`src/common/pdtmr_params.svh`:
```
`ifndef PDTMR_PARAMS_SVH
`define PDTMR_PARAMS_SVH

// Register byte offsets (word index = offset / 4)
`define PDTMR_ADDR_W          12
`define PDTMR_OFF_LOAD        12'h400
`define PDTMR_OFF_COUNT       12'h404
`define PDTMR_OFF_CTRL        12'h408
`define PDTMR_OFF_ACK         12'h40C
`define PDTMR_OFF_RAW         12'h410
`define PDTMR_OFF_MASKED      12'h414
`define PDTMR_OFF_RELOAD      12'h418
`define PDTMR_OFF_CLOCK_PREDIVIDER      12'h41C
`define PDTMR_OFF_FREE        12'h420

// Control field positions
`define PDTMR_CTL_WIDE        1
`define PDTMR_CTL_DIV_LO      2
`define PDTMR_CTL_IE          5
`define PDTMR_CTL_EN          7
`define PDTMR_CTL_DBG         8
`define PDTMR_CTL_FREE_EN     9
`define PDTMR_CTL_FDIV_LO     16

// Reset values and control field mask
`define PDTMR_RST_FDIV        8'h3E
`define PDTMR_RST_CLOCK_PREDIVIDER      10'h07D
`define PDTMR_CTL_MASK        32'h00FF03AE

// Arbitrary neutral signature returned by a read of the acknowledge word
`define PDTMR_ACK_SIG         32'h5A5AC3C3

// Prescale terminal counts (ratio minus one)
`define PDTMR_PS16_TC         8'h0F
`define PDTMR_PS256_TC        8'hFF

`endif

```
`src/common/pdtmr_pkg.sv`:
```
package pdtmr_pkg;

    typedef enum logic [1:0] {
        PDTMR_BUS_IDLE,
        PDTMR_BUS_ANSWER
    } pdtmr_bus_t;

    typedef struct packed {
        logic [7:0] free_prescale;
        logic       free_enable;
        logic       stop_in_debug;
        logic       enable;
        logic       interrupt_enable;
        logic [1:0] prescale;
        logic       wide;
    } pdtmr_ctrl_t;

    typedef struct packed {
        pdtmr_bus_t  bus;
        logic [31:0] rdata;
        pdtmr_ctrl_t ctrl;
        logic [31:0] load_value;
        logic [31:0] count;
        logic [9:0]  clock_predivider;
        logic [9:0]  clock_predivider_cnt;
        logic [7:0]  ps_cnt;
        logic        pending;
        logic        irq;
        logic [31:0] free_count;
        logic [7:0]  free_div_cnt;
        logic        halt_s1;
        logic        halt_s2;
    } pdtmr_state_t;

endpackage

```
`src/verilog/pdtmr_top.sv`:
```
`timescale 1ns/1ps
`include "pdtmr_params.svh"
// How it works
// - One timer, continuous periodic mode only
// - Load write copies value into count
// - Enabled count decrements, reloads at zero
// - Zero reach sets sticky pending flag
// - Prescale codes divide by 1,16,256,1
// - Control bit 1 selects 16/32 bit
// - Control bit 7 enables counting, reset 0
// - Interrupt enable bit 5, resets to 1
// - Bit 8 freezes timer in debug halt
// - Bit 9 enables free counter, reset 0
// - Free counter advances every N+1 clocks
// - Writing ack bit 0 clears pending
// - Ack read returns signature, no effect
// - Raw status shows pending flag directly
// - Interrupt equals pending AND enable
// - Reload write changes only stored value
// - Load and reload share one register
// - Timer clock is bus clock/(clock_predivider+1)
// - Free counter increments and wraps, read-only
// - Free counter also halts in debug
module pdtmr_top (
    // Clock and reset
    input  wire logic        sys_clk,
    input  wire logic        rst_n,
    // Avalon-MM slave
    input  wire logic [11:0] avs_address,
    input  wire logic        avs_read,
    input  wire logic        avs_write,
    input  wire logic [31:0] avs_writedata,
    input  wire logic [3:0]  avs_byteenable,
    output logic      [31:0] avs_readdata,
    output logic             avs_waitrequest,
    // Processor debug halt, asynchronous
    input  wire logic        debug_halt,
    // Timer interrupt
    output logic             timer_irq
);

    pdtmr_pkg::pdtmr_state_t s_q;
    pdtmr_pkg::pdtmr_state_t s_d;

    // ----------------------------------------
    // Helpers
    // ----------------------------------------
    function automatic logic [31:0] be_merge(input logic [31:0] old, input logic [31:0] wd,
                                             input logic [3:0] be);
        logic [31:0] r;
        r = old;
        for (int i = 0; i < 4; i++) begin
            if (be[i]) begin
                r[i*8 +: 8] = wd[i*8 +: 8];
            end
        end
        return r;
    endfunction

    function automatic logic [31:0] ctrl_word(input pdtmr_pkg::pdtmr_ctrl_t c);
        logic [31:0] w;
        w = 32'h0;
        w[`PDTMR_CTL_WIDE]                    = c.wide;
        w[`PDTMR_CTL_DIV_LO +: 2]             = c.prescale;
        w[`PDTMR_CTL_IE]                      = c.interrupt_enable;
        w[`PDTMR_CTL_EN]                      = c.enable;
        w[`PDTMR_CTL_DBG]                     = c.stop_in_debug;
        w[`PDTMR_CTL_FREE_EN]                 = c.free_enable;
        w[`PDTMR_CTL_FDIV_LO +: 8]            = c.free_prescale;
        return w;
    endfunction

    // Count window: 16-bit mode masks the upper half
    function automatic logic [31:0] width_mask(input logic wide, input logic [31:0] v);
        return wide ? v : {16'h0, v[15:0]};
    endfunction

    // ----------------------------------------
    // Next state
    // ----------------------------------------
    logic        halted;
    logic        tick;
    logic        step;
    logic        zero_hit;
    logic        ack_clear;
    logic        acc;
    logic [31:0] cw;
    logic [31:0] cur;
    logic [7:0]  ps_tc;

    always_comb begin
        s_d       = s_q;
        s_d.halt_s1 = debug_halt;
        s_d.halt_s2 = s_q.halt_s1;
        halted    = s_q.ctrl.stop_in_debug && s_q.halt_s2;
        tick      = 1'b0;
        step      = 1'b0;
        zero_hit  = 1'b0;
        ack_clear = 1'b0;
        acc       = 1'b0;
        cw        = 32'h0;
        cur       = width_mask(s_q.ctrl.wide, s_q.count);
        ps_tc     = 8'h00;

        if (s_q.ctrl.enable && !halted) begin
            if (s_q.clock_predivider_cnt >= s_q.clock_predivider) begin
                s_d.clock_predivider_cnt = 10'h000;
                tick           = 1'b1;
            end else begin
                s_d.clock_predivider_cnt = s_q.clock_predivider_cnt + 10'h001;
            end
        end

        case (s_q.ctrl.prescale)
            2'b01:   ps_tc = `PDTMR_PS16_TC;
            2'b10:   ps_tc = `PDTMR_PS256_TC;
            default: ps_tc = 8'h00;
        endcase
        if (tick) begin
            if (s_q.ps_cnt >= ps_tc) begin
                s_d.ps_cnt = 8'h00;
                step       = 1'b1;
            end else begin
                s_d.ps_cnt = s_q.ps_cnt + 8'h01;
            end
        end

        if (step) begin
            if (cur == 32'h0) begin
                s_d.count = width_mask(s_q.ctrl.wide, s_q.load_value);
                zero_hit  = 1'b1;
            end else begin
                s_d.count = cur - 32'h1;
            end
        end

        if (s_q.ctrl.free_enable && !halted) begin
            if (s_q.free_div_cnt >= s_q.ctrl.free_prescale) begin
                s_d.free_div_cnt = 8'h00;
                s_d.free_count   = s_q.free_count + 32'h1;
            end else begin
                s_d.free_div_cnt = s_q.free_div_cnt + 8'h01;
            end
        end

        // Bus slave: one wait cycle, answer on the second
        s_d.bus = pdtmr_pkg::PDTMR_BUS_IDLE;
        if ((avs_read || avs_write) && s_q.bus == pdtmr_pkg::PDTMR_BUS_IDLE) begin
            s_d.bus = pdtmr_pkg::PDTMR_BUS_ANSWER;
        end
        acc = (avs_read || avs_write) && s_q.bus == pdtmr_pkg::PDTMR_BUS_ANSWER;

        if (acc && avs_write) begin
            case (avs_address)
                `PDTMR_OFF_LOAD: begin
                    cw             = be_merge(s_q.load_value, avs_writedata, avs_byteenable);
                    s_d.load_value = cw;
                    s_d.count      = width_mask(s_q.ctrl.wide, cw);
                end
                `PDTMR_OFF_RELOAD: begin
                    s_d.load_value = be_merge(s_q.load_value, avs_writedata, avs_byteenable);
                end
                `PDTMR_OFF_CTRL: begin
                    cw       = be_merge(ctrl_word(s_q.ctrl), avs_writedata, avs_byteenable);
                    s_d.ctrl.wide             = cw[`PDTMR_CTL_WIDE];
                    s_d.ctrl.prescale         = cw[`PDTMR_CTL_DIV_LO +: 2];
                    s_d.ctrl.interrupt_enable = cw[`PDTMR_CTL_IE];
                    s_d.ctrl.enable           = cw[`PDTMR_CTL_EN];
                    s_d.ctrl.stop_in_debug    = cw[`PDTMR_CTL_DBG];
                    s_d.ctrl.free_enable      = cw[`PDTMR_CTL_FREE_EN];
                    s_d.ctrl.free_prescale    = cw[`PDTMR_CTL_FDIV_LO +: 8];
                    // drop stale upper bits
                    // Switching to 16-bit mode must not leave a wide count behind
                    s_d.count                 = width_mask(cw[`PDTMR_CTL_WIDE], s_d.count);
                end
                `PDTMR_OFF_ACK: begin
                    ack_clear = avs_byteenable[0] && avs_writedata[0];
                end
                `PDTMR_OFF_CLOCK_PREDIVIDER: begin
                    cw         = be_merge({22'h0, s_q.clock_predivider}, avs_writedata, avs_byteenable);
                    s_d.clock_predivider = cw[9:0];
                end
                default: ;
            endcase
        end

        if (zero_hit) begin
            s_d.pending = 1'b1;
        end else if (ack_clear) begin
            s_d.pending = 1'b0;
        end
        s_d.irq = s_d.pending && s_d.ctrl.interrupt_enable;

        s_d.rdata = 32'h0;
        if (s_d.bus == pdtmr_pkg::PDTMR_BUS_ANSWER && avs_read) begin
            case (avs_address)
                `PDTMR_OFF_LOAD:   s_d.rdata = s_q.load_value;
                `PDTMR_OFF_RELOAD: s_d.rdata = s_q.load_value;
                `PDTMR_OFF_COUNT:  s_d.rdata = width_mask(s_q.ctrl.wide, s_q.count);
                `PDTMR_OFF_CTRL:   s_d.rdata = ctrl_word(s_q.ctrl);
                `PDTMR_OFF_ACK:    s_d.rdata = `PDTMR_ACK_SIG;
                `PDTMR_OFF_RAW:    s_d.rdata = {31'h0, s_q.pending};
                `PDTMR_OFF_MASKED: s_d.rdata = {31'h0, s_q.irq};
                `PDTMR_OFF_CLOCK_PREDIVIDER: s_d.rdata = {22'h0, s_q.clock_predivider};
                `PDTMR_OFF_FREE:   s_d.rdata = s_q.free_count;
                default:           s_d.rdata = 32'h0;
            endcase
        end
    end

    always_ff @(posedge sys_clk) begin
        if (!rst_n) begin
            s_q                       <= '0;
            s_q.ctrl.interrupt_enable <= 1'b1;
            s_q.ctrl.free_prescale    <= `PDTMR_RST_FDIV;
            s_q.clock_predivider                <= `PDTMR_RST_CLOCK_PREDIVIDER;
        end else begin
            s_q <= s_d;
        end
    end

    assign avs_readdata    = s_q.rdata;
    assign avs_waitrequest = !(s_q.bus == pdtmr_pkg::PDTMR_BUS_ANSWER);
    assign timer_irq       = s_q.irq;
endmodule
```
`config.mk`:
```
export PLATFORM = sky130hd
export DESIGN_NAME = pdtmr_top
export DESIGN_NICKNAME = d
export VERILOG_FILES = /design/src/common/pdtmr_pkg.sv /design/src/verilog/pdtmr_top.sv
export VERILOG_INCLUDE_DIRS = /design/src /design/src/common
export SDC_FILE = /design/constraint.sdc
export NUM_CORES = 1
export LEC_CHECK = 0
export BUFFER_PORTS_ARGS = -buffer_cell sky130_fd_sc_hd__buf_2
export CAP_MARGIN = 5
export CORE_ASPECT_RATIO = 1.25
export CORE_UTILIZATION = 44
export DETAILED_ROUTE_END_ITERATION = 10
export PLACE_DENSITY_LB_ADDON = 0.12
export SLEW_MARGIN = 20
export SYNTH_ARGS = -nofsm -noshare
export SYNTH_HDL_FRONTEND = slang
export SYNTH_SLANG_ARGS = --single-unit
```
`constraint.sdc`:
```
create_clock -name sys_clk -period 5.7 [get_ports sys_clk]
set_clock_uncertainty 0.2 [all_clocks]
set_input_delay 1.14 -clock sys_clk [delete_from_list [all_inputs] [get_ports sys_clk]]
set_output_delay 1.14 -clock sys_clk [all_outputs]
set_load 0.005 [all_outputs]
```
==> impl_metrics.json <==
{
  "holdCritPathClass": "flop to flop",
  "final_antenna_net_count": 0,
  "ir_drop_uv": 207,
  "placed_area_um2": 10700,
  "clk_pin_slew_worst_paths_ps": 80,
  "fmax_mhz": 268,
  "synth_top_family_by_area": "simple AND/OR/NAND/NOR gates",
  "slew-limit-headroom_pct": 29.0,
  "synth_top_area_share_pct": 35.5,
  "reg2reg_to": "s_q[88]",
  "p_leak_nw": 4.45,
  "power_mw": 2.56,
  "fin_crit_sh_pct": 65.3,
  "final_core_util_pct": 49.1,
  "worst_pin_slew_ps": 1060,
  "drt_wl_total_um": 32400,
  "grt_pass1_vias": 8914,
  "yosys-mux-area-fraction_pct": 7.36,
  "r2r_setup_slack_ps": 1980,
  "switching_share_pct": 25.2,
  "n_antenna_cell": 0,
  "port_buffers": 86,
  "cts-root-buf": "clkbuf_16",
  "synth_seq_area_share_pct": 35.5,
  "avgSynthCellArea_um2": 8.58,
  "drive_gt1_share_pct": 13.9,
  "async_reset_ff_share_pct": 0,
  "io_pins": 87,
  "clock_latency_ps": 450,
  "grt_pass1_wl_um": 50800,
  "post-route-min-period_ps": 3720,
  "final_common_cell": "dfxtp_1",
  "final_max_slew_viol_count": 0,
  "worstRegToRegCells": 9,
  "final_cell_mix": "184 x dfxtp_1, 109 x nand2_1, 85 x buf_2",
  "combPwrFrac_pct": 3.9,
  "vias": 9322,
  "yosysWarnings": 0,
  "hold_violations": 0,
  "crit_required_ps": 5910,
  "cts_buffer_depth": 2,
  "synth_nets": 1292,
  "synth_flop_cell": "dfxtp_1",
  "crit_fanout": 17,
  "first_pass_iters": 7,
  "maxCapViolations": 0,
  "dp_hpwl_um": 23300,
  "final_cells": 1519,
  "overflow": 0,
  "ys_top_cells_by_area": "dfxtp_1 35%, mux2i_1 6.3%, nand2_1 3.9%, ha_1 3.6%, nor2_1 2.6%",
  "synth_edf_count": 0,
  "dieArea_um2": 24200,
  "synth_fa_ha_area_share_pct": 3.62,
  "finalSetupViolCount": 0,
  "crit_path_end": "s_q[88]",
  "power_density_nw_per_um2": 226,
  "critPathArrivalTime_ps": 3930,
  "gp_congestion": 0.941,
  "synth_cell_types": 83,
  "synth_compound_area_share_pct": 20.0,
  "final_nets": 1301,
  "place_inst": 1487,
  "crit_start": "s_q[137]",
  "cts_tree": "yes",
  "r2r-start": "s_q[137]",
  "seq_power_share_pct": 50.3,
  "clkSinkCount": 184,
  "worstSetupStartpointType": "flop",
  "htree_levels": 4,
  "syn_area_um2": 10400,
  "final_area_um2": 11300,
  "status": "completed",
  "postCtsSetupBuffers": 0,
  "route.detailed.drc": 0,
  "p_clk_share_pct": 45.8,
  "setup_tns_ps": 0,
  "grt_max_degree": 74,
  "internal-power_mw": 1.91,
  "fp.dieW_um": 139,
  "holdBufCountCts": 0,
  "antenna_found_initial": 1,
  "synthSimpleGateAreaFrac_pct": 23.0,
  "cts_resized": 0,
  "p_sw_uw": 646,
  "worst-setup-path-type": "flop to flop",
  "numCtsBuffers": 17,
  "area_growth_pct": 8.96,
  "rsz0062_at_grt": "no",
  "coreArea_um2": 23000,
  "ys_ff_latch": 184,
  "drt-wirelength-per-cell_um": 21.3,
  "drt_iter0_markers": 762,
  "crit_path_end_kind": "flop",
  "track_usage_pct": 27.2,
  "start_util_pct": 45.0,
  "rows": 62,
  "vias_per_cell": 6.14,
  "synthXorXnorAreaFrac_pct": 3.80,
  "die_h_um": 174,
  "yosysTopAreaCell": "dfxtp_1",
  "syn_inst": 1209
}
-- final cells by class --
| type | count | area, um2 |
|---|---|---|
| Clock buffer | 18 | 439 |
| Clock inverter | 14 | 130 |
| Fill cell | 2287 | 11700 |
| Inverter | 36 | 135 |
| Multi-Input combinational cell | 879 | 6020 |
| Sequential cell | 184 | 3680 |
| Tap cell | 288 | 360 |
| Timing Repair Buffer | 100 | 538 |
-- registers in the layout, indices dropped and copies added, names as in the netlist --
| signal | cells |
|---|---|
| s_q | 150 |
| avs_readdata | 32 |
| s_d | 1 |
| timer_irq | 1 |
-- stage by stage --
stage / worst slack [ps] / hold slack (ps)
5_1_grt: 1730 / 258
6_report: 1980 / 236
3_5_place_dp: 1610 / 223
2_1_floorplan: 2330 / 212
3_3_place_gp: 1670 / 218
4_1_cts: 2000 / 240
-- power groups by stage --
stage                     Clock, mW  Sequential, mW  Combinational, mW
final                          1.17            1.29             0.0994
after global routing           1.23            1.29              0.106
after CTS                      1.19            1.29             0.0994
after detailed placement          0            1.32             0.0988
after global placement            0            1.32             0.0991
after floorplan                   0            1.32             0.0525
-- how the worst min path moves through the flow --
stage	startpoint	endpoint	slack [ps]	cells after the start
global placement	s_d[0]	s_q[0]	220	1
CTS	s_d[0]	s_q[0]	240	1
detailed placement	s_d[0]	s_q[0]	220	1
global route	s_d[0]	s_q[0]	260	1
floorplan	s_d[0]	s_q[0]	210	1
finish	s_d[0]	s_q[0]	240	1
-- metal layers --
layer / global-route usage, % / wire (um) / vias up
li1: - / - / 4420
met1: 33.3 / 13800 / 4507
met2: 47.0 / 16000 / 325
met3: 4.20 / 1510 / 68
met4: 11.6 / 1090 / 2
met5: 0 / 10 / -
-- cells in the mapped netlist, types with 6 or more instances --
cell type,n
o31ai_1,7
inv_1,36
a222oi_1,15
a21oi_1,47
nor2b_1,39
a221oi_1,22
dfxtp_1,184
a221o_1,8
ha_1,30
a21boi_1,10
nand3_1,42
clkbuf_1,56
a22o_1,6
nand2b_1,7
buf_2,19
xnor2_1,14
nor4_1,13
o211ai_1,16
nand4_1,20
and2_1,29
and3_1,19
o22ai_1,14
a22oi_1,8
a21boi_0,14
nand2_1,109
o21ai_0,35
o21ai_1,9
nor2_1,73
mux2_2,10
and4_1,12
nor3_1,38
o21a_1,6
or3_1,13
mux2i_1,65
a21o_1,7
a31oi_1,11
xor2_1,31
buf_4,32
-- cells by family (layout without fill, tap and decap cells) --
group	after synthesis	after routing
xor+xnor	45	45
compound gates	283	283
mux	75	75
simple gates	446	446
flops	184	184
fa+ha+maj	30	30
buf+inv	146	168
-- worst max-delay path: stages, from the launching register on --
cell and delay [ps]:
dfxtp_1 400, inv_1 70, ha_1 340, ha_1 310, a21oi_1 70, o21bai_1 170, a221o_1 690, nand2_1 680
o41ai_1 550, a211o_1 170
Note: power is estimated with default switching activity, not from simulation.
